## config.mk

```make
export PLATFORM = sky130hd
export DESIGN_NAME = hbc_top
export DESIGN_NICKNAME = d
export VERILOG_FILES = /design/src/rtl/hbc_cmp16.v /design/src/rtl/hbc_req_hold.v /design/src/rtl/hbc_top.v
export VERILOG_INCLUDE_DIRS = /design/src /design/src/rtl
export SDC_FILE = /design/constraint.sdc
export NUM_CORES = 1
export LEC_CHECK = 0
export BUFFER_PORTS_ARGS = -buffer_cell sky130_fd_sc_hd__clkbuf_2
export CAP_MARGIN = 20
export CORE_MARGIN = 2
export CORE_UTILIZATION = 30
export CTS_BUF_LIST = sky130_fd_sc_hd__clkbuf_8
export DETAILED_ROUTE_END_ITERATION = 10
export SYNTH_ARGS = -nofsm -noshare
export SYNTH_HDL_FRONTEND = slang
export SYNTH_HIERARCHICAL = 1
export SYNTH_SLANG_ARGS = --single-unit
```

## constraint.sdc

```tcl
create_clock -name pclk -period 2.6 [get_ports pclk]
set_input_delay 0.26 -clock pclk [delete_from_list [all_inputs] [get_ports pclk]]
set_output_delay 0.26 -clock pclk [all_outputs]
set_load 0.02 [all_outputs]
```

## src/rtl/hbc_regs.vh

```
// hbc_regs.vh: register offsets, field positions and reset values of the breakpoint comparator
// assumes inclusion by bare name from rtl files; holds definitions only
`ifndef HBC_REGS_VH
`define HBC_REGS_VH

// byte addresses on the apb side
`define HBC_OFF_CTL0        12'h020
`define HBC_OFF_CTL1        12'h021
`define HBC_OFF_ADDR_HI     12'h022
`define HBC_OFF_ADDR_LO     12'h023
`define HBC_OFF_DATA_HI     12'h024
`define HBC_OFF_DATA_LO     12'h025
`define HBC_OFF_STATUS      12'h026
`define HBC_OFF_ACK         12'h027

// control 0 fields
`define HBC_C0_MODE_HI      7
`define HBC_C0_MODE_LO      6
`define HBC_C0_PROG_ONLY    5
`define HBC_C0_SIZE8        4
`define HBC_C0_RANGE1       3
`define HBC_C0_RANGE0       2
`define HBC_C0_RMASK        8'hec
`define HBC_C0_RESET        8'h00

// control 1 fields
`define HBC_C1_DBE          6
`define HBC_C1_MASK_HI      5
`define HBC_C1_MASK_LO      4
`define HBC_C1_RWE1         3
`define HBC_C1_RW1          2
`define HBC_C1_RWE0         1
`define HBC_C1_RW0          0
`define HBC_C1_RMASK        8'h7f
`define HBC_C1_RESET        8'h00

// mode encodings
`define HBC_MODE_OFF        2'h0
`define HBC_MODE_SWI_DUAL   2'h1
`define HBC_MODE_FULL       2'h2
`define HBC_MODE_BDM_DUAL   2'h3

`endif

```

## src/rtl/hbc_cmp16.v

```verilog
// hbc_cmp16.v: one 16-bit masked comparator with optional direction check
// assumes all inputs are on pclk and already stable for the bus cycle
`default_nettype none

module hbc_cmp16
(
    input  wire [15:0] value,
    input  wire [15:0] ref_val,
    input  wire        use_hi,
    input  wire        use_lo,
    input  wire        rw_check,
    input  wire        rw_want,
    input  wire        rw_now,
    output wire        hit
);

    wire hi_ok;
    wire lo_ok;
    wire rw_ok;

    assign hi_ok = !use_hi || (value[15:8] == ref_val[15:8]);
    assign lo_ok = !use_lo || (value[7:0] == ref_val[7:0]);
    // rw_want 1 matches reads, 0 matches writes
    assign rw_ok = !rw_check || (rw_now == rw_want);
    assign hit   = hi_ok && lo_ok && rw_ok;

endmodule

`default_nettype wire

```

## src/rtl/hbc_req_hold.v

```verilog
// hbc_req_hold.v: sticky request held until the core acknowledges it or flush clears it
// assumes set and ack come from pclk logic; set wins over ack
`default_nettype none

module hbc_req_hold
(
    input  wire pclk,
    input  wire presetn,
    input  wire set,
    input  wire ack,
    input  wire flush,
    output reg  req_q
);

    always @(posedge pclk or negedge presetn)
    begin
        if (!presetn)
            req_q <= 1'b0;
        else if (set)
            req_q <= 1'b1;
        else if (ack || flush)
            req_q <= 1'b0;
    end

endmodule

`default_nettype wire

```

## src/rtl/hbc_top.v

```verilog
// hbc_top.v: hardware breakpoint comparator with apb register access
// assumes core bus signals and debug-unit levels are on pclk; one bus cycle per cpu_valid pulse
// limitation: compare registers are reached one byte per apb word, low byte lane only
`include "hbc_regs.vh"
`default_nettype none

module hbc_top
(
    input  wire        pclk,
    input  wire        presetn,
    input  wire        psel,
    input  wire        penable,
    input  wire        pwrite,
    input  wire [11:0] paddr,
    input  wire [31:0] pwdata,
    output reg  [31:0] prdata,
    output wire        pready,
    output wire        pslverr,
    input  wire        cpu_valid,
    input  wire [15:0] cpu_addr,
    input  wire [15:0] cpu_data,
    input  wire        cpu_read,
    input  wire        cpu_fetch,
    input  wire        cpu_exec,
    input  wire        cpu_boundary,
    input  wire        background_debug_state,
    input  wire        debug_enable,
    output wire        software_interrupt_trap,
    output wire        debug_entry_req,
    output wire        tag_hi,
    output wire        tag_lo
);

    ////////////////////////////////////////////////////////////////////////
    // registers
    reg  [7:0]  ctl0_q;
    reg  [7:0]  ctl1_q;
    reg  [15:0] addr_cmp_q;
    reg  [15:0] data_cmp_q;
    reg         tag_hi_q;
    reg         tag_lo_q;

    wire        wr_en;
    wire        rd_setup;
    wire        mapped;
    wire [7:0]  sel;

    // one decoder feeds write, read and error paths so they cannot disagree
    function [7:0] reg_hit;
        input [11:0] addr;
        begin
            case (addr)
                `HBC_OFF_CTL0:    reg_hit = 8'h01;
                `HBC_OFF_CTL1:    reg_hit = 8'h02;
                `HBC_OFF_ADDR_HI: reg_hit = 8'h04;
                `HBC_OFF_ADDR_LO: reg_hit = 8'h08;
                `HBC_OFF_DATA_HI: reg_hit = 8'h10;
                `HBC_OFF_DATA_LO: reg_hit = 8'h20;
                `HBC_OFF_STATUS:  reg_hit = 8'h40;
                `HBC_OFF_ACK:     reg_hit = 8'h80;
                default:          reg_hit = 8'h00;
            endcase
        end
    endfunction

    // merge one written byte into a 16-bit compare register
    function [15:0] put_byte;
        input [15:0] old;
        input [7:0]  val;
        input        high;
        begin
            if (high)
                put_byte = {val, old[7:0]};
            else
                put_byte = {old[15:8], val};
        end
    endfunction

    // pready tied high: every access ends after one access cycle
    assign pready   = 1'b1;
    assign wr_en    = psel && penable && pwrite;
    // read data is captured in the setup cycle so prdata comes from a flip-flop
    assign rd_setup = psel && !penable && !pwrite;
    assign sel      = reg_hit(paddr);
    assign mapped   = |sel;
    assign pslverr  = psel && penable && !mapped;

    // status, reserved and unmapped offsets ignore writes
    always @(posedge pclk or negedge presetn)
    begin
        if (!presetn)
            ctl0_q <= `HBC_C0_RESET;
        else if (wr_en && sel[0])
            ctl0_q <= pwdata[7:0] & `HBC_C0_RMASK;
    end

    always @(posedge pclk or negedge presetn)
    begin
        if (!presetn)
            ctl1_q <= `HBC_C1_RESET;
        else if (wr_en && sel[1])
            ctl1_q <= pwdata[7:0] & `HBC_C1_RMASK;
    end

    always @(posedge pclk or negedge presetn)
    begin
        if (!presetn)
            addr_cmp_q <= 16'h0000;
        else if (wr_en && (sel[2] || sel[3]))
            addr_cmp_q <= put_byte(addr_cmp_q, pwdata[7:0], sel[2]);
    end

    // data compare bytes also serve as the second address in dual modes
    always @(posedge pclk or negedge presetn)
    begin
        if (!presetn)
            data_cmp_q <= 16'h0000;
        else if (wr_en && (sel[4] || sel[5]))
            data_cmp_q <= put_byte(data_cmp_q, pwdata[7:0], sel[4]);
    end

    ////////////////////////////////////////////////////////////////////////
    // mode decode
    wire [1:0] mode;
    wire       mode_swi;
    wire       mode_full;
    wire       mode_bdm2;
    wire       dual;
    wire       prog_only;

    function mode_is;
        input [1:0] cur;
        input [1:0] want;
        begin
            mode_is = (cur == want);
        end
    endfunction

    // size select is not stored: it reads zero and never steers a compare
    assign mode      = {ctl0_q[`HBC_C0_MODE_HI], ctl0_q[`HBC_C0_MODE_LO]};
    assign mode_swi  = mode_is(mode, `HBC_MODE_SWI_DUAL);
    assign mode_full = mode_is(mode, `HBC_MODE_FULL);
    assign mode_bdm2 = mode_is(mode, `HBC_MODE_BDM_DUAL);
    assign dual      = mode_swi || mode_bdm2;
    // swi dual always breaks on program fetches
    assign prog_only = mode_swi || ctl0_q[`HBC_C0_PROG_ONLY];

    ////////////////////////////////////////////////////////////////////////
    // comparators
    wire hit0_addr;
    wire hit1_addr;
    wire hit_data;
    wire rw0_chk;
    wire rw1_chk;
    wire rw0_chk_full;
    wire data_use_hi;
    wire data_use_lo;

    // size select deliberately unused: no effect in dual modes
    assign rw0_chk = !mode_swi && ctl1_q[`HBC_C1_RWE0];
    assign rw1_chk = mode_bdm2 && ctl1_q[`HBC_C1_RWE1];
    // full mode direction check uses breakpoint 0 bits
    assign rw0_chk_full = !ctl1_q[`HBC_C1_RWE0] || (cpu_read == ctl1_q[`HBC_C1_RW0]);
    // full mode data compare only when enabled; a set mask bit drops its byte
    assign data_use_hi = ctl1_q[`HBC_C1_DBE] && !ctl1_q[`HBC_C1_MASK_HI];
    assign data_use_lo = ctl1_q[`HBC_C1_DBE] && !ctl1_q[`HBC_C1_MASK_LO];

    // breakpoint 0: address registers against the address bus
    hbc_cmp16 u_cmp0
    (
        .value    (cpu_addr),
        .ref_val  (addr_cmp_q),
        .use_hi   (1'b1),
        .use_lo   (ctl0_q[`HBC_C0_RANGE0]),
        .rw_check (rw0_chk),
        .rw_want  (ctl1_q[`HBC_C1_RW0]),
        .rw_now   (cpu_read),
        .hit      (hit0_addr)
    );

    // data registers against the address bus for the second breakpoint
    hbc_cmp16 u_cmp1
    (
        .value    (cpu_addr),
        .ref_val  (data_cmp_q),
        .use_hi   (1'b1),
        .use_lo   (ctl0_q[`HBC_C0_RANGE1]),
        .rw_check (rw1_chk),
        .rw_want  (ctl1_q[`HBC_C1_RW1]),
        .rw_now   (cpu_read),
        .hit      (hit1_addr)
    );

    // unused data bytes hold this hit high
    hbc_cmp16 u_cmpd
    (
        .value    (cpu_data),
        .ref_val  (data_cmp_q),
        .use_hi   (data_use_hi),
        .use_lo   (data_use_lo),
        .rw_check (1'b0),
        .rw_want  (1'b0),
        .rw_now   (cpu_read),
        .hit      (hit_data)
    );

    ////////////////////////////////////////////////////////////////////////
    // match qualification
    wire bp0_hit;
    wire bp1_hit;
    wire full_hit;
    wire any_hit;
    wire blocked;
    wire exec_ok;
    wire tag_ok;
    wire fire;
    wire bp1_en;

    // data compare enable doubles as the on switch of the second address breakpoint
    assign bp1_en   = dual && ctl1_q[`HBC_C1_DBE];
    assign bp0_hit  = dual && hit0_addr;
    assign bp1_hit  = bp1_en && hit1_addr;
    assign full_hit = mode_full && hit0_addr && hit_data && rw0_chk_full;
    // a hit only counts on a cycle the core marks valid
    assign any_hit  = cpu_valid && (bp0_hit || bp1_hit || full_hit);
    // blocked ahead of the holders so nothing is latched in debug state
    assign blocked  = background_debug_state;
    // program-only: tagged fetch that really executes
    assign exec_ok  = cpu_fetch && cpu_exec;
    assign tag_ok   = !prog_only || exec_ok;
    assign fire     = any_hit && tag_ok && !blocked;

    // tag marks the byte lane of a program-only hit; held until the next bus cycle
    always @(posedge pclk or negedge presetn)
    begin
        if (!presetn)
            tag_hi_q <= 1'b0;
        else if (cpu_valid)
            tag_hi_q <= fire && prog_only && !cpu_addr[0];
    end

    always @(posedge pclk or negedge presetn)
    begin
        if (!presetn)
            tag_lo_q <= 1'b0;
        else if (cpu_valid)
            tag_lo_q <= fire && prog_only && cpu_addr[0];
    end
    assign tag_hi = tag_hi_q;
    assign tag_lo = tag_lo_q;

    ////////////////////////////////////////////////////////////////////////
    // request holding
    wire swi_set;
    wire dbg_set;

    // set wins over ack inside the holder, so a hit on the ack cycle is kept
    assign swi_set = fire && mode_swi;
    assign dbg_set = fire && (mode_full || mode_bdm2) && debug_enable;

    // debug state flushes both requests: the core is already stopped
    hbc_req_hold u_swi
    (
        .pclk    (pclk),
        .presetn (presetn),
        .set     (swi_set),
        .ack     (cpu_boundary),
        .flush   (blocked),
        .req_q   (software_interrupt_trap)
    );

    hbc_req_hold u_dbg
    (
        .pclk    (pclk),
        .presetn (presetn),
        .set     (dbg_set),
        .ack     (cpu_boundary),
        .flush   (blocked),
        .req_q   (debug_entry_req)
    );

    ////////////////////////////////////////////////////////////////////////
    // read mux, registered so data outputs come from flip-flops
    reg [7:0] rd_byte;

    // status: bit 2 debug state, bit 1 debug request, bit 0 software interrupt
    wire [7:0] status_byte;
    assign status_byte = {5'h00, background_debug_state, debug_entry_req, software_interrupt_trap};

    always @*
    begin
        // unmapped and reserved offsets read zero
        rd_byte = 8'h00;
        if (sel[0])
            rd_byte = ctl0_q & `HBC_C0_RMASK;
        if (sel[1])
            rd_byte = ctl1_q & `HBC_C1_RMASK;
        if (sel[2])
            rd_byte = addr_cmp_q[15:8];
        if (sel[3])
            rd_byte = addr_cmp_q[7:0];
        if (sel[4])
            rd_byte = data_cmp_q[15:8];
        if (sel[5])
            rd_byte = data_cmp_q[7:0];
        if (sel[6])
            rd_byte = status_byte;
    end

    always @(posedge pclk or negedge presetn)
    begin
        if (!presetn)
            prdata <= 32'h00000000;
        else if (rd_setup)
            prdata <= {24'h000000, rd_byte};
    end

endmodule

`default_nettype wire

```

==> impl_metrics.py <==
metrics = {
    "synthesis": {
        "asyncSetResetFlopFracSynth": 1.00,
        "synthDistinctLibCells": 47,
        "synth_warnings": 6,
        "synth.avg_cell_area_um2": 10.7,
        "leading_register_cell_type_out_of_synthesis": "sky130_fd_sc_hd__dfrtp_1",
        "yosysSeqAreaShare": 0.397,
        "yosys_register_bits": 56,
        "netlist_instances": 328,
        "synthesis.area_um2": 3530,
        "synth-edff-count": 0,
    },
    "die": {
        "floorplan.die.width_um": 112,
        "top_level_ports": 126,
        "row_count": 39,
        "initial_core_util": 0.307,
        "die_y_um": 112,
        "fp.coreArea_um2": 11500,
        "die_area_um2": 12600,
    },
    "worst_setup_path": {
        "r2r_setup_slack_ns": 0.18,
        "cp_cell_sequence": "xor2_1 > nor4_1 > nand2_1 > a222oi_1 > nand3_1 > a21oi_1 > o221ai_2 > o32ai_1",
        "reg2reg_from": "data_cmp_q[2]",
        "timing.critical_path.slowest_stage_cell": "sky130_fd_sc_hd__dfrtp_1",
        "critPathArrivalTime_ns": 2.63,
        "reg2reg_depth": 8,
        "worst-endpoint-required_ns": 2.81,
        "crit_fanout": 4,
        "critPathMaxStageDelay_ns": 0.48,
        "capture_point_of_the_worst_reg_to_reg_path": "tag_lo",
        "worst_setup_path_end_kind": "register",
        "setup.worst_path.class": "register to register",
        "critical_path.startpoint_type": "register",
    },
    "detailed_routing": {
        "detailedRoute.firstPassIterationCount": 5,
        "routed_wl_um": 9570,
        "routedWlPerCell_um": 17.3,
        "post_route_drc": 0,
        "num_vias": 2758,
        "avgViaCountPerCell": 5.00,
        "dr.first_iter.drc_count": 227,
        "ant_nets": 0,
    },
    "final_layout": {
        "layout_commonest_cell": "sky130_fd_sc_hd__clkbuf_2",
        "area_growth_syn_to_layout_pct": 16.6,
        "n_antenna_cell": 0,
        "layout.cells.non_filler": 552,
        "nets": 496,
        "layout-drive-gt1-share": 0.364,
        "most-common-layout-cells": "sky130_fd_sc_hd__clkbuf_2 (76), sky130_fd_sc_hd__dfrtp_1 (56), sky130_fd_sc_hd__xor2_1 (52), sky130_fd_sc_hd__mux2_2 (46), sky130_fd_sc_hd__conb_1 (29)",
    },
    "clocking": {
        "cts_num_sinks": 56,
        "cts_buffer_depth": 2,
        "clkSlewWorstSetupHoldPaths_ns": 0.10,
        "cts_root_buffer": "sky130_fd_sc_hd__clkbuf_8",
        "clock_insertion_delay_worst_skew_ns": 0.32,
        "cts_buffer_count": 5,
        "cts.hold.buffers_added": 0,
        "cts_tree": "built",
        "cts_h_tree_depth": 2,
    },
    "pwr": {
        "p_leak_nw": 2.14,
        "share_seq_of_total_power": 0.536,
        "power_per_cell_area_nw_per_um2": 404,
        "power_report.internal_total_mw": 1.17,
        "comb_power_share": 0.157,
        "switching_share": 0.295,
        "power.clock.fraction": 0.307,
        "p_sw_mw": 0.491,
        "max_rail_drop_vdd_uv": 248,
    },
    "sta": {
        "max_slew.worst_pin.slew_ns": 0.736,
        "finalHoldViolCount": 0,
        "tns_ns": 0,
        "timing.fmax_mhz": 413,
        "timing.slew.headroom": 0.509,
        "final_min_period_over_clock_period": 0.931,
        "worst_hold_slack_across_all_endpoints_ns": 0.0680,
        "setup-violations-final": 0,
        "fin_crit_ns": 2.42,
        "finalClockSkew_ns": 0.0106,
        "maxSlewViolCount": 0,
    },
    "global_routing": {
        "initial_antenna_violation_count": 0,
        "grt.total_usage": 0.156,
        "gr-total-overflow": 0,
        "grt_pass1_vias": 2737,
        "pin_count_of_the_biggest_net_entering_global_routing": 57,
        "grt_pass1_wl_um": 15300,
    },
    "outcome": {
        "status": "completed",
    },
    "place": {
        "io_buffers": 76,
        "detailed_place_hpwl_um": 7530,
        "gp_congestion": 0.901,
        "dp.cells": 544,
    },
    "run": {
        "maxCapViolations": 0,
    },
    "min_path": {
        "min_path_type": "input pin to async pin",
    },
}
==> power by group through the flow <==
stage               clock [mW]  combinational (mW)  sequential, mW
finish                   0.510               0.261           0.891
global route             0.553               0.290           0.894
CTS                      0.525               0.262           0.892
detailed placement           0               0.261           0.909
global placement             0               0.257           0.908
floorplan                    0               0.147           0.923
==> timing repair <==
item                                    CTS  global route
endpoints found under the setup margin    0             4
buffers inserted                          0             0
resized for setup                         0             4
==> state kept, by name, indices dropped and copies added (netlist names) <==
signal       count
ctl1_q           7
tag_lo           1
addr_cmp_q      16
ctl0_q           5
u_swi/req_q      1
tag_hi           1
data_cmp_q      16
prdata           8
u_dbg/req_q      1
==> critical path, delay by kind of cell (launching register included) <==
| family | cells | cell delay [ns] |
|---|---|---|
| compound gates | 4 | 1.01 |
| simple gates | 3 | 0.63 |
| flops | 1 | 0.48 |
| xor+xnor | 1 | 0.19 |
==> cell usage after synthesis, types with 2 or more instances <==
cell                        n  area share
sky130_fd_sc_hd__buf_2      6      0.0085
sky130_fd_sc_hd__a21oi_1    7      0.0099
sky130_fd_sc_hd__a222oi_1   3      0.0085
sky130_fd_sc_hd__a221o_1    2      0.0057
sky130_fd_sc_hd__nor3_1     3      0.0043
sky130_fd_sc_hd__a31oi_1    2      0.0035
sky130_fd_sc_hd__a221oi_1   2      0.0050
sky130_fd_sc_hd__and2_1     2      0.0035
sky130_fd_sc_hd__mux2i_1    5       0.014
sky130_fd_sc_hd__and4_1     2      0.0050
sky130_fd_sc_hd__buf_4     25       0.053
sky130_fd_sc_hd__nor4_1    14       0.025
sky130_fd_sc_hd__a211oi_1   4      0.0085
sky130_fd_sc_hd__inv_1      6      0.0064
sky130_fd_sc_hd__nor2_1    18       0.019
sky130_fd_sc_hd__nor2b_1    5      0.0089
sky130_fd_sc_hd__nand3_2    2      0.0057
sky130_fd_sc_hd__mux4_2     4       0.026
sky130_fd_sc_hd__conb_1     2      0.0021
sky130_fd_sc_hd__dfrtp_1   56        0.40
sky130_fd_sc_hd__a21o_1     2      0.0043
sky130_fd_sc_hd__nand2_1   20       0.021
sky130_fd_sc_hd__o21ai_0    4      0.0057
sky130_fd_sc_hd__o32ai_1    2      0.0050
sky130_fd_sc_hd__nand2b_1   3      0.0053
sky130_fd_sc_hd__clkbuf_1   4      0.0043
sky130_fd_sc_hd__xor2_1    52        0.13
sky130_fd_sc_hd__nand3b_1   2      0.0043
sky130_fd_sc_hd__nand3_1    2      0.0028
sky130_fd_sc_hd__mux2_2    46        0.15
sky130_fd_sc_hd__and3_1     3      0.0053
sky130_fd_sc_hd__o221ai_1   3      0.0075
==> metal layers <==
layer  routed length (um)  share of wire  GRT usage
met5                    0              0          0
met4                  175          0.018     0.0423
met3                  522          0.055     0.0275
met2                 4240           0.44      0.240
met1                 4630           0.48      0.226
==> worst max-delay path by stage <==
stage	startpoint	endpoint	cells past startpoint
2_1_floorplan	paddr[9]	addr_cmp_q[0]	5
3_3_place_gp	paddr[9]	addr_cmp_q[5]	5
3_5_place_dp	data_cmp_q[7]	tag_lo	8
4_1_cts	data_cmp_q[7]	tag_lo	8
5_1_grt	addr_cmp_q[6]	tag_lo	9
6_report	data_cmp_q[2]	tag_lo	8
==> cell type report <==
type                       instances  area (um^2)
tap                              143          179
inverter                           6         22.5
timing repair buffer              82          425
clock inverter                     3         25.0
sequential                        56         1400
clock buffer                       5         68.8
fill                            1167         7350
multi-input combinational        257         1990
==> cells by family after synthesis <==
group / Yosys count / share of synthesized area
simple gates: 85 / 0.136
compound gates: 36 / 0.0756
flops: 56 / 0.397
other cells: 2 / 0.00213
xor+xnor: 52 / 0.129
mux: 55 / 0.187
buf+inv: 42 / 0.0735
==> stage by stage <==
stage          utilization  power [mW]  cell area (um^2)  worst slack (ns)
3_5_place_dp         0.348        1.17              4000             0.150
3_3_place_gp         0.348        1.17              4000             0.195
2_1_floorplan            -        1.07              3630             0.586
6_report             0.359        1.66              4110             0.179
5_1_grt              0.359        1.74              4110          -0.00606
4_1_cts              0.357        1.68              4090             0.119
No activity file was read; power rests on OpenSTA's default activity.
